--- src/hcd_pkg.sv ---
// Purpose: shared constants and carrier types for the hub configuration image decoder
// Assumes: byte-wide reads of the configuration image arrive from a same-clock memory reader
// Notes: register offsets are byte addresses on a 32-bit classic Wishbone bus
`default_nettype none
package hcd_pkg;
    // image byte offsets
    localparam logic [15:0] IMG_OPT_A_OFS = 16'h0011;
    localparam logic [15:0] IMG_OPT_B_OFS = 16'h0012;
    localparam logic [15:0] IMG_LANGS_OFS = 16'h0014;
    localparam logic [15:0] IMG_STRMAP_OFS = 16'h0015;
    localparam logic [15:0] IMG_USABLE_OFS = 16'h0016;
    localparam logic [15:0] IMG_DETACH_OFS = 16'h0017;
    localparam logic [15:0] IMG_TABLE_OFS = 16'h0018;
    localparam int IMG_LAST_HDR_IDX = 6;
    // option byte A field positions
    localparam int OPT_ACCEPT_ZERO_BIT = 7;
    localparam int OPT_COMPOUND_BIT = 6;
    localparam int OPT_FS_ONLY_BIT = 5;
    localparam int OPT_IND_OFF_BIT = 4;
    localparam int OPT_GANGED_BIT = 2;
    localparam int OPT_ONE_TT_BIT = 1;
    // option byte B field positions
    localparam int OPT_AMBER_POL_BIT = 7;
    localparam int OPT_GREEN_POL_BIT = 6;
    localparam int OPT_SELF_PWR_BIT = 5;
    localparam int OPT_SQ_GATE_BIT = 4;
    localparam int OPT_PWR_POL_BIT = 3;
    localparam int OPT_OC_POL_BIT = 2;
    localparam int OPT_OC_OFF_BIT = 1;
    localparam int OPT_OC_PER_PORT_BIT = 0;
    // hub characteristics positions
    localparam int HC_COMPOUND_BIT = 2;
    localparam int HC_OC_PER_PORT_BIT = 3;
    localparam int HC_OC_NONE_BIT = 4;
    localparam int HC_IND_BIT = 7;
    // reset values of latched bytes, then the language limit and table sizes
    localparam logic [7:0] OPT_A_RST = 8'h00;
    localparam logic [7:0] OPT_B_RST = 8'h00;
    localparam logic [7:0] DETACH_RST = 8'hFF;
    localparam logic [7:0] MAX_LANGS = 8'h1F;
    localparam int TABLE_COUNT = 8;
    localparam int TABLE_BYTES = 496;
    // request codes
    localparam logic [7:0] RT_HUB_DESC = 8'hA0;
    localparam logic [7:0] RT_DEV_STD = 8'h80;
    localparam logic [7:0] REQ_GET_STATUS = 8'h00;
    localparam logic [7:0] REQ_GET_DESC = 8'h06;
    localparam logic [7:0] DT_HUB = 8'h29;
    localparam logic [7:0] DT_ZERO = 8'h00;
    localparam logic [15:0] STATUS_LEN = 16'h0002;
    localparam logic [15:0] STATUS_WVALUE = 16'h0000;
    // register byte addresses and the divider reset value
    localparam logic [7:0] REG_STATE_OFS = 8'h00;
    localparam logic [7:0] REG_OPTS_OFS = 8'h04;
    localparam logic [7:0] REG_DESC_OFS = 8'h08;
    localparam logic [7:0] REG_LED_DIV_OFS = 8'h0C;
    localparam logic [7:0] REG_TAB_IDX_OFS = 8'h10;
    localparam logic [7:0] REG_TAB_DATA_OFS = 8'h14;
    localparam logic [15:0] LED_DIV_RST = 16'h0FFF;

    typedef struct packed {
        logic valid;
        logic [7:0] bm_type;
        logic [7:0] b_request;
        logic [15:0] w_value;
        logic [15:0] w_length;
    } hcd_setup_type;

    typedef struct packed {
        logic valid;
        logic stall;
        logic hub_desc;
        logic dev_status;
        logic [15:0] status_word;
    } hcd_resp_type;
endpackage
`default_nettype wire

--- src/hcd_config_decoder.sv ---
// Purpose: loads option bytes and string tables from the hub configuration image and derives descriptors and pins
// Assumes: image reader answers each held read request with a one-cycle rd_valid_i pulse
// Notes: hub descriptor requests arriving before the image is loaded are stalled
`timescale 1ns/10ps
`default_nettype none

module hcd_config_decoder
    import hcd_pkg::*;
#(
    parameter int PORTS = 4,
    parameter int ADDR_W = 16
) (
    // clock and reset
    input wire logic clk_i,
    input wire logic rst_i,
    // classic wishbone slave
    input wire logic wb_cyc_i,
    input wire logic wb_stb_i,
    input wire logic wb_we_i,
    input wire logic [7:0] wb_adr_i,
    input wire logic [3:0] wb_sel_i,
    input wire logic [31:0] wb_dat_i,
    output logic [31:0] wb_dat_o,
    output logic wb_ack_o,
    // configuration image reader
    output logic rd_req_o,
    output logic [ADDR_W-1:0] rd_addr_o,
    input wire logic rd_valid_i,
    input wire logic [7:0] rd_data_i,
    // setup requests and answers
    input wire hcd_setup_type setup_i,
    output hcd_resp_type resp_o,
    // derived descriptor fields
    output logic cfg_ready_o,
    output logic hs_enable_o,
    output logic multi_tt_o,
    output logic self_power_o,
    output logic [7:0] nbr_ports_o,
    output logic [15:0] hub_char_o,
    output logic [7:0] removable_o,
    output logic [55:0] string_idx_o,
    // port pins and hub-side controls
    input wire logic [PORTS-1:0] amber_on_i,
    input wire logic [PORTS-1:0] green_on_i,
    input wire logic [PORTS-1:0] pwr_on_i,
    input wire logic [PORTS-1:0] oc_pin_i,
    output logic [PORTS-1:0] amber_o,
    output logic [PORTS-1:0] green_o,
    output logic [PORTS-1:0] pwr_o,
    output logic [PORTS-1:0] oc_o
);

    typedef enum logic [2:0] {
        LD_HDR = 3'b001,
        LD_TAB = 3'b010,
        LD_DONE = 3'b100
    } hcd_load_type;

    // count of set bits in the usable mask
    function automatic logic [7:0] ones4(input logic [3:0] m);
        ones4 = {7'h00, m[0]} + {7'h00, m[1]} + {7'h00, m[2]} + {7'h00, m[3]};
    endfunction

    ////////////////////////////////////////////////////////////////////////////
    // image loader
    hcd_load_type state_reg;
    logic [ADDR_W-1:0] addr_reg;
    logic [7:0] opt_a_reg, opt_b_reg, langs_reg, strmap_reg, usable_reg, detach_reg;
    logic [7:0] tab_mem [0:TABLE_BYTES-1];
    logic langs_ok;
    logic [ADDR_W-1:0] tab_end;

    assign langs_ok = (langs_reg != 8'h00) && (langs_reg <= MAX_LANGS);
    // eight tables of 2N bytes each: language codes then seven pointer tables
    assign tab_end = ADDR_W'(IMG_TABLE_OFS) + ADDR_W'({langs_reg, 4'h0});

    // fetch sequence: header bytes first, then the tables only when strings are on
    always_ff @(posedge clk_i) begin
        if (rst_i) begin
            state_reg <= LD_HDR;
            addr_reg <= ADDR_W'(IMG_OPT_A_OFS);
        end else begin
            case (state_reg)
                LD_HDR: begin
                    if (rd_valid_i) begin
                        if (addr_reg == ADDR_W'(IMG_DETACH_OFS)) begin
                            state_reg <= langs_ok ? LD_TAB : LD_DONE;
                            addr_reg <= ADDR_W'(IMG_TABLE_OFS);
                        end else begin
                            addr_reg <= addr_reg + 1'b1;
                        end
                    end
                end
                LD_TAB: begin
                    if (rd_valid_i) begin
                        if (addr_reg == tab_end - 1'b1) begin
                            state_reg <= LD_DONE;
                        end
                        addr_reg <= addr_reg + 1'b1;
                    end
                end
                LD_DONE: begin
                    state_reg <= LD_DONE; // held until the next reset
                end
                default: begin
                    state_reg <= LD_HDR;
                end
            endcase
        end
    end

    assign rd_req_o = (state_reg != LD_DONE);
    assign rd_addr_o = addr_reg;
    assign cfg_ready_o = (state_reg == LD_DONE);

    // latch header bytes; nothing changes them once loading is over
    always_ff @(posedge clk_i) begin
        if (rst_i) begin
            opt_a_reg <= OPT_A_RST;
            opt_b_reg <= OPT_B_RST;
            langs_reg <= 8'h00;
            strmap_reg <= 8'h00;
            usable_reg <= 8'h00;
            detach_reg <= DETACH_RST;
        end else if (state_reg == LD_HDR && rd_valid_i) begin
            case (addr_reg)
                ADDR_W'(IMG_OPT_A_OFS): opt_a_reg <= rd_data_i;
                ADDR_W'(IMG_OPT_B_OFS): opt_b_reg <= rd_data_i;
                ADDR_W'(IMG_LANGS_OFS): langs_reg <= rd_data_i;
                ADDR_W'(IMG_STRMAP_OFS): strmap_reg <= rd_data_i;
                ADDR_W'(IMG_USABLE_OFS): usable_reg <= rd_data_i;
                ADDR_W'(IMG_DETACH_OFS): detach_reg <= rd_data_i;
                default: opt_a_reg <= opt_a_reg;
            endcase
        end
    end

    // table bytes are kept raw, low byte first; string bodies stay in the image
    // and are expected to start with their length then type 03h
    always_ff @(posedge clk_i) begin
        if (state_reg == LD_TAB && rd_valid_i) begin
            tab_mem[9'(addr_reg - ADDR_W'(IMG_TABLE_OFS))] <= rd_data_i;
        end
    end

    ////////////////////////////////////////////////////////////////////////////
    // descriptor fields
    logic accept_zero_desc_type, compound_flag, fs_only_flag, indicators_off;
    logic ganged_power_switch, one_translator_only;
    logic amber_led_pol, green_led_pol, self_power_capable, led_square_wave_gate;
    logic pwr_switch_pol, oc_input_pol, oc_detect_disable, oc_per_port_report;

    assign accept_zero_desc_type = opt_a_reg[OPT_ACCEPT_ZERO_BIT];
    assign compound_flag = opt_a_reg[OPT_COMPOUND_BIT];
    assign fs_only_flag = opt_a_reg[OPT_FS_ONLY_BIT];
    assign indicators_off = opt_a_reg[OPT_IND_OFF_BIT];
    assign ganged_power_switch = opt_a_reg[OPT_GANGED_BIT];
    assign one_translator_only = opt_a_reg[OPT_ONE_TT_BIT];
    assign amber_led_pol = opt_b_reg[OPT_AMBER_POL_BIT];
    assign green_led_pol = opt_b_reg[OPT_GREEN_POL_BIT];
    assign self_power_capable = opt_b_reg[OPT_SELF_PWR_BIT];
    assign led_square_wave_gate = opt_b_reg[OPT_SQ_GATE_BIT];
    assign pwr_switch_pol = opt_b_reg[OPT_PWR_POL_BIT];
    assign oc_input_pol = opt_b_reg[OPT_OC_POL_BIT];
    assign oc_detect_disable = opt_b_reg[OPT_OC_OFF_BIT];
    assign oc_per_port_report = opt_b_reg[OPT_OC_PER_PORT_BIT];

    assign hs_enable_o = ~fs_only_flag;
    assign multi_tt_o = ~one_translator_only;
    assign self_power_o = self_power_capable;
    assign nbr_ports_o = ones4(usable_reg[3:0]);
    assign removable_o = {3'b000, detach_reg[3:0], 1'b0};

    // ganged switching forces global protection unless detection is off
    always_comb begin
        hub_char_o = 16'h0000;
        hub_char_o[1:0] = ganged_power_switch ? 2'b00 : 2'b01;
        hub_char_o[HC_COMPOUND_BIT] = compound_flag;
        hub_char_o[HC_OC_PER_PORT_BIT] = oc_per_port_report & ~ganged_power_switch;
        hub_char_o[HC_OC_NONE_BIT] = oc_detect_disable;
        hub_char_o[HC_IND_BIT] = ~indicators_off;
    end

    // seven string indices, one byte each, manufacturer in the low byte
    always_comb begin
        string_idx_o = 56'h0;
        for (int i = 0; i < 7; i++) begin
            string_idx_o[i*8 +: 8] = (langs_ok && strmap_reg[i]) ? 8'(i + 1) : 8'h00;
        end
    end

    ////////////////////////////////////////////////////////////////////////////
    // indicator square wave
    logic [15:0] led_div_reg;
    logic [15:0] sq_cnt_reg;
    logic sq_reg;

    always_ff @(posedge clk_i) begin
        if (rst_i) begin
            sq_cnt_reg <= 16'h0000;
            sq_reg <= 1'b0;
        end else if (sq_cnt_reg >= led_div_reg) begin
            sq_cnt_reg <= 16'h0000;
            sq_reg <= ~sq_reg;
        end else begin
            sq_cnt_reg <= sq_cnt_reg + 1'b1;
        end
    end

    // leds and power switches are registered so pins never glitch
    logic [PORTS-1:0] ind_gate;
    assign ind_gate = (led_square_wave_gate ? {PORTS{sq_reg}} : {PORTS{1'b1}}) & {PORTS{~indicators_off}};

    always_ff @(posedge clk_i) begin
        if (rst_i) begin
            amber_o <= {PORTS{1'b1}};
            green_o <= {PORTS{1'b1}};
            pwr_o <= {PORTS{1'b1}};
        end else begin
            amber_o <= (amber_on_i & ind_gate) ^ {PORTS{~amber_led_pol}};
            green_o <= (green_on_i & ind_gate) ^ {PORTS{~green_led_pol}};
            pwr_o <= (pwr_on_i & {PORTS{cfg_ready_o}}) ^ {PORTS{~pwr_switch_pol}};
        end
    end

    ////////////////////////////////////////////////////////////////////////////
    // over-current sense: pins pass two flops before any logic
    logic [PORTS-1:0] oc_s1_reg, oc_s2_reg;
    logic [PORTS-1:0] oc_act;

    always_ff @(posedge clk_i) begin
        if (rst_i) begin
            oc_s1_reg <= '0;
            oc_s2_reg <= '0;
        end else begin
            oc_s1_reg <= oc_pin_i;
            oc_s2_reg <= oc_s1_reg;
        end
    end

    assign oc_act = (oc_s2_reg ^ {PORTS{~oc_input_pol}}) & usable_reg[PORTS-1:0];

    always_ff @(posedge clk_i) begin
        if (rst_i) begin
            oc_o <= '0;
        end else if (oc_detect_disable || !cfg_ready_o) begin
            oc_o <= '0;
        end else if (oc_per_port_report && !ganged_power_switch) begin
            oc_o <= oc_act;
        end else begin
            oc_o <= {PORTS{|oc_act}};
        end
    end

    ////////////////////////////////////////////////////////////////////////////
    // setup request decode; answered one cycle after the request
    logic is_hub_desc, is_dev_status, hub_type_ok;
    assign is_hub_desc = setup_i.bm_type == RT_HUB_DESC && setup_i.b_request == REQ_GET_DESC;
    assign hub_type_ok = setup_i.w_value[15:8] == DT_HUB ||
        (setup_i.w_value[15:8] == DT_ZERO && accept_zero_desc_type);
    assign is_dev_status = setup_i.bm_type == RT_DEV_STD && setup_i.b_request == REQ_GET_STATUS &&
        setup_i.w_value == STATUS_WVALUE && setup_i.w_length == STATUS_LEN;

    always_ff @(posedge clk_i) begin
        if (rst_i) begin
            resp_o <= '0;
        end else begin
            resp_o <= '0;
            if (setup_i.valid && is_hub_desc) begin
                resp_o.valid <= 1'b1;
                resp_o.hub_desc <= cfg_ready_o && hub_type_ok;
                resp_o.stall <= !(cfg_ready_o && hub_type_ok);
            end else if (setup_i.valid && is_dev_status) begin
                resp_o.valid <= 1'b1;
                resp_o.dev_status <= 1'b1;
                resp_o.status_word <= {15'h0000, self_power_capable};
            end
        end
    end

    ////////////////////////////////////////////////////////////////////////////
    // wishbone slave: ack one cycle after the strobe, dropped the cycle after
    logic [8:0] tab_idx_reg;
    logic wb_hit;
    assign wb_hit = wb_cyc_i && wb_stb_i && !wb_ack_o;

    always_ff @(posedge clk_i) begin
        if (rst_i) begin
            wb_ack_o <= 1'b0;
        end else begin
            wb_ack_o <= wb_hit;
        end
    end

    // writes land on the acknowledged edge, while the master still holds the request
    always_ff @(posedge clk_i) begin
        if (rst_i) begin
            led_div_reg <= LED_DIV_RST;
            tab_idx_reg <= 9'h000;
        end else if (wb_cyc_i && wb_stb_i && wb_ack_o && wb_we_i) begin
            if (wb_adr_i == REG_LED_DIV_OFS) begin
                if (wb_sel_i[0]) led_div_reg[7:0] <= wb_dat_i[7:0];
                if (wb_sel_i[1]) led_div_reg[15:8] <= wb_dat_i[15:8];
            end else if (wb_adr_i == REG_TAB_IDX_OFS) begin
                if (wb_sel_i[0]) tab_idx_reg[7:0] <= wb_dat_i[7:0];
                if (wb_sel_i[1]) tab_idx_reg[8] <= wb_dat_i[8];
            end
        end
    end

    // read data; unmapped addresses read zero
    always_ff @(posedge clk_i) begin
        if (rst_i) begin
            wb_dat_o <= 32'h0000_0000;
        end else if (wb_hit && !wb_we_i) begin
            case (wb_adr_i)
                REG_STATE_OFS: wb_dat_o <= {24'h000000, 5'h00, state_reg};
                REG_OPTS_OFS: wb_dat_o <= {strmap_reg, langs_reg, opt_b_reg, opt_a_reg};
                REG_DESC_OFS: wb_dat_o <= {detach_reg, usable_reg, hub_char_o[7:0], nbr_ports_o};
                REG_LED_DIV_OFS: wb_dat_o <= {16'h0000, led_div_reg};
                REG_TAB_IDX_OFS: wb_dat_o <= {23'h0, tab_idx_reg};
                REG_TAB_DATA_OFS: wb_dat_o <= {24'h000000, tab_mem[tab_idx_reg]};
                default: wb_dat_o <= 32'h0000_0000;
            endcase
        end
    end

    ////////////////////////////////////////////////////////////////////////////
    // checks
    property p_zero_type_stall;
        @(posedge clk_i) disable iff (rst_i)
        setup_i.valid && is_hub_desc && setup_i.w_value[15:8] == DT_ZERO && !accept_zero_desc_type
        |=> resp_o.valid && resp_o.stall && !resp_o.hub_desc;
    endproperty
    a_zero_type_stall: assert property (p_zero_type_stall) else $error("zero type not stalled");

    property p_compound_char;
        @(posedge clk_i) disable iff (rst_i)
        $rose(cfg_ready_o) |-> hub_char_o[HC_COMPOUND_BIT] == $past(opt_a_reg[OPT_COMPOUND_BIT]);
    endproperty
    a_compound_char: assert property (p_compound_char) else $error("compound bit wrong");

    property p_fs_only;
        @(posedge clk_i) disable iff (rst_i)
        cfg_ready_o && opt_a_reg[OPT_FS_ONLY_BIT] |-> !hs_enable_o;
    endproperty
    a_fs_only: assert property (p_fs_only) else $error("high speed allowed");

    property p_leds_off;
        @(posedge clk_i) disable iff (rst_i)
        indicators_off |=> amber_o == {PORTS{~$past(amber_led_pol)}}
            && green_o == {PORTS{~$past(green_led_pol)}};
    endproperty
    a_leds_off: assert property (p_leds_off) else $error("indicator driven while off");

    property p_pwr_pol;
        @(posedge clk_i) disable iff (rst_i)
        cfg_ready_o ##1 cfg_ready_o |-> pwr_o == ($past(pwr_on_i) ^ {PORTS{~pwr_switch_pol}});
    endproperty
    a_pwr_pol: assert property (p_pwr_pol) else $error("power output polarity wrong");

    property p_oc_disabled;
        @(posedge clk_i) disable iff (rst_i)
        oc_detect_disable ##1 oc_detect_disable |-> oc_o == '0 && hub_char_o[HC_OC_NONE_BIT];
    endproperty
    a_oc_disabled: assert property (p_oc_disabled) else $error("over-current while disabled");

    property p_no_strings;
        @(posedge clk_i) disable iff (rst_i)
        cfg_ready_o && (langs_reg == 8'h00 || langs_reg > MAX_LANGS) |-> string_idx_o == 56'h0;
    endproperty
    a_no_strings: assert property (p_no_strings) else $error("string index with strings off");

    property p_status_reply;
        @(posedge clk_i) disable iff (rst_i)
        setup_i.valid && is_dev_status |=> resp_o.valid && resp_o.dev_status
            && resp_o.status_word[0] == self_power_capable;
    endproperty
    a_status_reply: assert property (p_status_reply) else $error("status request unanswered");

    property p_port_count;
        @(posedge clk_i) disable iff (rst_i)
        cfg_ready_o |-> nbr_ports_o <= 8'h04 && (usable_reg[3:0] != 4'h0 || nbr_ports_o == 8'h00);
    endproperty
    a_port_count: assert property (p_port_count) else $error("port count out of range");

endmodule
`default_nettype wire

--- config.mk ---
export PLATFORM = sky130hd
export DESIGN_NAME = hcd_config_decoder
export DESIGN_NICKNAME = d
export VERILOG_FILES = /design/src/hcd_pkg.sv /design/src/hcd_config_decoder.sv
export SDC_FILE = /design/constraint.sdc
export NUM_CORES = 2
export LEC_CHECK = 0
export BUFFER_PORTS_ARGS = -buffer_cell sky130_fd_sc_hd__buf_2
export CAP_MARGIN = 10
export CORE_MARGIN = 2
export CORE_UTILIZATION = 45
export CTS_CLUSTER_SIZE = 16
export DETAILED_ROUTE_END_ITERATION = 12
export PLACE_DENSITY = 0.67
export SYNTH_ARGS = -nofsm -noshare
export SYNTH_HDL_FRONTEND = slang
export SYNTH_SLANG_ARGS = --single-unit
--- constraint.sdc ---
create_clock -name clk_i -period 7.4 [get_ports clk_i]
set_input_delay 0.37 -clock clk_i [delete_from_list [all_inputs] [get_ports clk_i]]
set_output_delay 0.37 -clock clk_i [all_outputs]
set_load 0.1 [all_outputs]
-- Word-level counts from Yosys, hierarchy flattened
Memory sizes are Yosys's and may differ from the RTL's.
Cells that the tools add are included.
- memories: 1
- bits of input ports: 123
- register bits: 186
- logic and storage cells: 167
- bits in writable memories: 3968
- output and inout port bits: 178
- memories (memory ; depth ; width ; read ports ; clocked after Yosys merged registers in ; write ports ; line ; source):
    tab_mem ; 496 ; 8 ; 1 ; 0 ; 1 ; hcd_config_decoder.sv:69 ; logic [7:0] tab_mem [0:TABLE_BYTES-1];
- eq/ne operators: 25
- order comparisons: 2
- multiplexer cells: 26
- $add $sub $neg: 8
- bitwise logic cells: 22
- reductions and logical operators: 55
- operator list (operator ; number):
    $pmux 32 s6 ; 1
    $eq 16x5->1 const B ; 6
    $mux 16 ; 3
    $add 16x1->16 const B ; 2
    $pmux 16 s2 ; 1
    $mux 3 ; 9
    $logic_and 1x1->1 ; 24
    $logic_not 8->1 ; 3
    $and 4x4->4 ; 5
    $mux 17 ; 1
    $eq 16x16->1 ; 1
    $eq 16x2->1 const B ; 1
    $eq 8x3->1 const B ; 2
    $eq 8x4->1 const B ; 2
    $eq 8x5->1 const B ; 2
    $eq 8x8->1 const B ; 2
    $ge 16x16->1 ; 1
    $logic_not 16->1 ; 1
    $xor 4x4->4 ; 4
    $sub 13x1->14 const B ; 1
    $add 5x12->13 const A ; 1
    $not 1->1 ; 12
    $reduce_and 2->1 ; 6
    $reduce_and 4->1 ; 3
    other kinds (24) ; 44

-- Logic depth before layout (Yosys ltp)
- depth after elaboration: 7
- mapped depth: 15
- mapped depth without buffers: 10

-- Least setup slack after synthesis
OpenSTA, ideal clock, no wires.
- path type: reg2reg
- start point: reg addr_reg[4], in the netlist rd_addr_o[4]
- end point: mem tab_mem[320][0], enable pin
- stages on the path, launching flop included: 9
- arrival time: 3.039 ns
- required time: 7.030 ns
- clock period less this slack: 3.409 ns
- library setup time: 0.370 ns
- buffers on the path: 2
- setup slack: 3.991 ns
- path through: dfxtp_1 > ha_1 > clkbuf_1 > and3_1 > a21oi_1 > o21ai_0 > nand2_1 > clkbuf_1 > nor2_1
- cells in the longest elaborated chain, start to end: 1
- ends and longest elaborated chain (element ; line ; source):
    start: declaration ; hcd_config_decoder.sv:67 ; logic [ADDR_W-1:0] addr_reg;
    start signal: assignment ; hcd_config_decoder.sv:81 ; addr_reg <= ADDR_W'(IMG_OPT_A_OFS);
    start signal: assignment ; hcd_config_decoder.sv:88 ; addr_reg <= ADDR_W'(IMG_TABLE_OFS);
    start signal: assignment ; hcd_config_decoder.sv:90 ; addr_reg <= addr_reg + 1'b1;
    $sub 9x5->9 ; hcd_config_decoder.sv:142 ; tab_mem[9'(addr_reg - ADDR_W'(IMG_TABLE_OFS))] <= rd_data_i;
    end: declaration ; hcd_config_decoder.sv:69 ;
No other way between the ends.

-- Worst setup path in the final report
- start point: reg tab_idx_reg[0]
- end point: reg wb_dat_o[2]
- cells in the longest elaborated chain, start to end: 2
- ends and longest elaborated chain (element ; line ; source):
    start: declaration ; hcd_config_decoder.sv:283 ; logic [8:0] tab_idx_reg;
    start signal: assignment ; hcd_config_decoder.sv:305 ; if (wb_sel_i[0]) tab_idx_reg[7:0] <= wb_dat_i[7:0];
    $mem_v2 496x8 ; - ;
    $pmux 32 s6 ; hcd_config_decoder.sv:316 ; case (wb_adr_i)
    end signal: assignment ; hcd_config_decoder.sv:317 ; REG_STATE_OFS: wb_dat_o <= {24'h000000, 5'h00, state_reg};
    end signal: assignment ; hcd_config_decoder.sv:318 ; REG_OPTS_OFS: wb_dat_o <= {strmap_reg, langs_reg, opt_b_reg, opt_a_reg};
    end signal: assignment ; hcd_config_decoder.sv:319 ; REG_DESC_OFS: wb_dat_o <= {detach_reg, usable_reg, hub_char_o[7:0], nbr_ports_o};
    end: declaration ; hcd_config_decoder.sv:23 ; output logic [31:0] wb_dat_o,
No other way between the ends.
A chain may end at the register's enable or synchronous reset.

==> metrics.log <==
INFO  metric synth.lib_cells_used.distinct = 83
INFO  metric clock-root-buffer = clkbuf_16
INFO  metric max-vdd-ir-drop = 199 uV
INFO  metric dr_drc_count = 0
INFO  metric pre_cts_worst_setup_slack = 2200 ps
INFO  metric setup_violations = 0
INFO  metric mostFrequentLayoutCells = edfxtp_1 (3,968), mux4_2 (910), nor2_1 (688), clkbuf_16 (402), nand2_1 (335)
INFO  metric fin_crit_sh = 75.7%
INFO  metric globalplace.congestion = 0.924
INFO  metric yosysSeqAreaShare = 75.4%
INFO  metric p_leak = 55.3 nW
INFO  metric hpwlAfterDp = 302,000 um
INFO  metric synth_edf_count = 3,968
INFO  metric yosys_warnings = 0
INFO  metric die_area = 366,000 um2
INFO  metric clock_tree.buffer_depth = 4
INFO  metric die_w = 605 um
INFO  metric floorplan.core_area = 359,000 um2
INFO  metric period_needed = 5600 ps
INFO  metric cts_buffers = 402
INFO  metric largest_reg_by_ff_count = tab_mem
INFO  metric dominantRegCellSynth = edfxtp_1
INFO  metric min-delay-path-class = in2reg
INFO  metric setup_buffers_after_cts = 0
INFO  metric post_synth.cell_area_avg = 19.5 um2
INFO  metric grt_pass1_wl = 676,000 um
INFO  metric initialDrtViolationCount = 13,884
INFO  metric timing.max_cap.violations = 0
INFO  metric numClockSinks = 4,139
INFO  metric timing.hold.ws = 130 ps
INFO  metric grt_pass1_vias = 85,967
INFO  metric yosys_register_bits = 4,139
INFO  metric finalWorstSetupSlack = 1800 ps
INFO  metric io-pin-count = 301
INFO  metric slew_violations = 0
INFO  metric start_kind = flip-flop
INFO  metric rows = 220
INFO  metric area_growth = 12.4%
INFO  metric synth_async_sr_flop_share = 0%
INFO  metric cts_tree = yes
INFO  metric finalClockSkew = 51.9 ps
INFO  metric route.detailed.vias_per_inst = 6.43
INFO  metric largest_register_ff_count = 3,968
INFO  metric grt_overflow = 0
INFO  metric largest_net_degree_at_the_start_of_global_routing = 210
INFO  metric worst_path_maximum_fanout = 32
INFO  metric grt_use_total = 26.3%
INFO  metric antenna_violating_nets_post_route = 0
INFO  metric final_common_cell = edfxtp_1
INFO  metric final_hold_viol_count = 0
INFO  metric max_freq = 0.178 GHz
INFO  metric critPathCaptureType = flip-flop
INFO  metric worst_slew_pin_slew = 1370 ps
INFO  metric worstPathRequired = 8230 ps
INFO  metric largest_registers = tab_mem (3968), wb_dat_o (32)
INFO  metric layout-drive-gt1-share = 22.1%
INFO  metric crit_type = reg2reg
INFO  metric worst_setup_hold_path_clk_slew = 60 ps
INFO  metric chipHeight = 605 um
INFO  metric arrival_worst_endpoint = 6440 ps
INFO  metric netlist_instances = 8,335
INFO  metric portBuffers = 203
INFO  metric grt_setup_unrepaired = false
INFO  metric antenna_violations_before_repair = 36
INFO  metric clk_latency = 1010 ps
INFO  metric status = complete, no violations
INFO  metric starting_density = 45.3%
INFO  metric power.density = 256 nW/um2
INFO  metric sum_of_negative_setup_slack = 0 ps
INFO  metric layout.nets = 8,879
INFO  metric num_vias = 89,001
INFO  metric drt-pass1-iter-count = 6
INFO  metric max_slew_margin = 8.75%
INFO  metric post_synth_instance_area = 163,000 um2
INFO  metric wl_per_cell = 35.3 um
INFO  metric totalWireLength = 490,000 um
INFO  metric htree_num_levels = 5
-- final timing paths --
path                                      from      endpoint  slack (ps)  cells past startpoint
worst max-delay path            tab_idx_reg[0]   wb_dat_o[2]        1800                      9
worst min-delay path               wb_adr_i[3]  wb_dat_o[14]         130                      4
worst max register to register  tab_idx_reg[0]   wb_dat_o[2]        1800                      9
worst min register to register    oc_s1_reg[2]  oc_s2_reg[2]         460                      1
-- cells in the mapped netlist, types with 8 or more instances --
master | count | area [um2]
clkbuf_1 | 213 | 800
buf_6 | 56 | 631
a22oi_1 | 195 | 1460
nor3_1 | 53 | 265
edfxtp_1 | 3968 | 119000
o22ai_1 | 79 | 494
nor4_1 | 27 | 169
a21oi_1 | 174 | 871
mux4_2 | 910 | 20500
xor2_1 | 22 | 193
nor2b_1 | 41 | 257
o21ai_0 | 76 | 380
a32oi_1 | 8 | 70.1
o2111ai_1 | 9 | 78.8
nand2b_1 | 21 | 131
ha_1 | 26 | 325
a22o_1 | 33 | 289
a221oi_1 | 60 | 526
nand4_1 | 42 | 263
xnor2_1 | 31 | 272
inv_1 | 45 | 169
nor2_1 | 704 | 2640
mux2i_1 | 272 | 2720
a21o_1 | 10 | 75.1
nand3_1 | 126 | 631
o211ai_1 | 27 | 203
buf_1 | 22 | 82.6
a211oi_1 | 20 | 150
and2_1 | 28 | 175
a31oi_1 | 32 | 200
dfxtp_1 | 171 | 3420
mux4_1 | 13 | 342
a2111oi_0 | 9 | 78.8
buf_2 | 132 | 661
nand2_1 | 349 | 1310
and3_1 | 32 | 200
mux2_2 | 22 | 248
buf_4 | 154 | 1160
-- cell type report --
cell class                      count  area, um2
Antenna cell                       22       55.1
Fill cell                       28057     177000
Inverter                           49        191
Tap cell                         4773       5970
Timing Repair Buffer              495       3970
Sequential cell                  4139     123000
Clock buffer                      480      10400
Clock inverter                    252       2630
Multi-Input combinational cell   3642      37000
-- metal layers --
metal / routed length [um] / global-route usage (%)
met5: 185 / 0
met4: 26200 / 12.6
met3: 64600 / 7.84
met2: 223000 / 39.9
met1: 176000 / 35.0
-- worst max-delay path, stage by stage, from the launching register on --
cell	delay [ps]
dfxtp_4	1100
buf_12	370
buf_4	270
mux4_2	580
a221oi_1	710
o22ai_1	210
o21ai_0	1090
a21oi_1	160
a311oi_1	610
o41ai_1	180
-- where the power goes --
| part | leakage, nW | switching (mW) | internal (mW) | total [mW] |
|---|---|---|---|---|
| combinational | 12.0 | 0.709 | 0.0999 | 0.809 |
| sequential | 37.0 | 0.0157 | 25.7 | 25.7 |
| clock | 6.29 | 9.04 | 11.3 | 20.4 |
| total | 55.3 | 9.77 | 37.1 | 46.9 |
-- through the flow --
step / power [mW] / utilization [%] / instance area [um2] / std cells
2_1_floorplan: 26.5 / - / 163000 / 8413
3_3_place_gp: 26.9 / 47.0 / 169000 / 13022
3_5_place_dp: 26.9 / 47.0 / 169000 / 13023
4_1_cts: 46.9 / 50.8 / 183000 / 13828
5_1_grt: 47.9 / 50.8 / 183000 / 13834
6_report: 46.9 / 50.9 / 183000 / 13852
-- logic make-up after synthesis --
kind of cell / count (synthesis) / synth area share, %
compound gates: 801 / 3.38
xor+xnor: 53 / 0.285
fa+ha+maj: 28 / 0.218
buf+inv: 632 / 2.22
flops: 4139 / 75.4
mux: 1217 / 14.6
other cells: 1 / 0.00231
simple gates: 1464 / 3.91
-- what timing repair did --
| item | 4_1_cts | 5_1_grt |
|---|---|---|
| endpoints found under the hold margin | 547 | 0 |
| hold buffers | 73 | 0 |
| resized for setup | 0 | 0 |
Note: power is estimated with default switching activity, not from simulation.
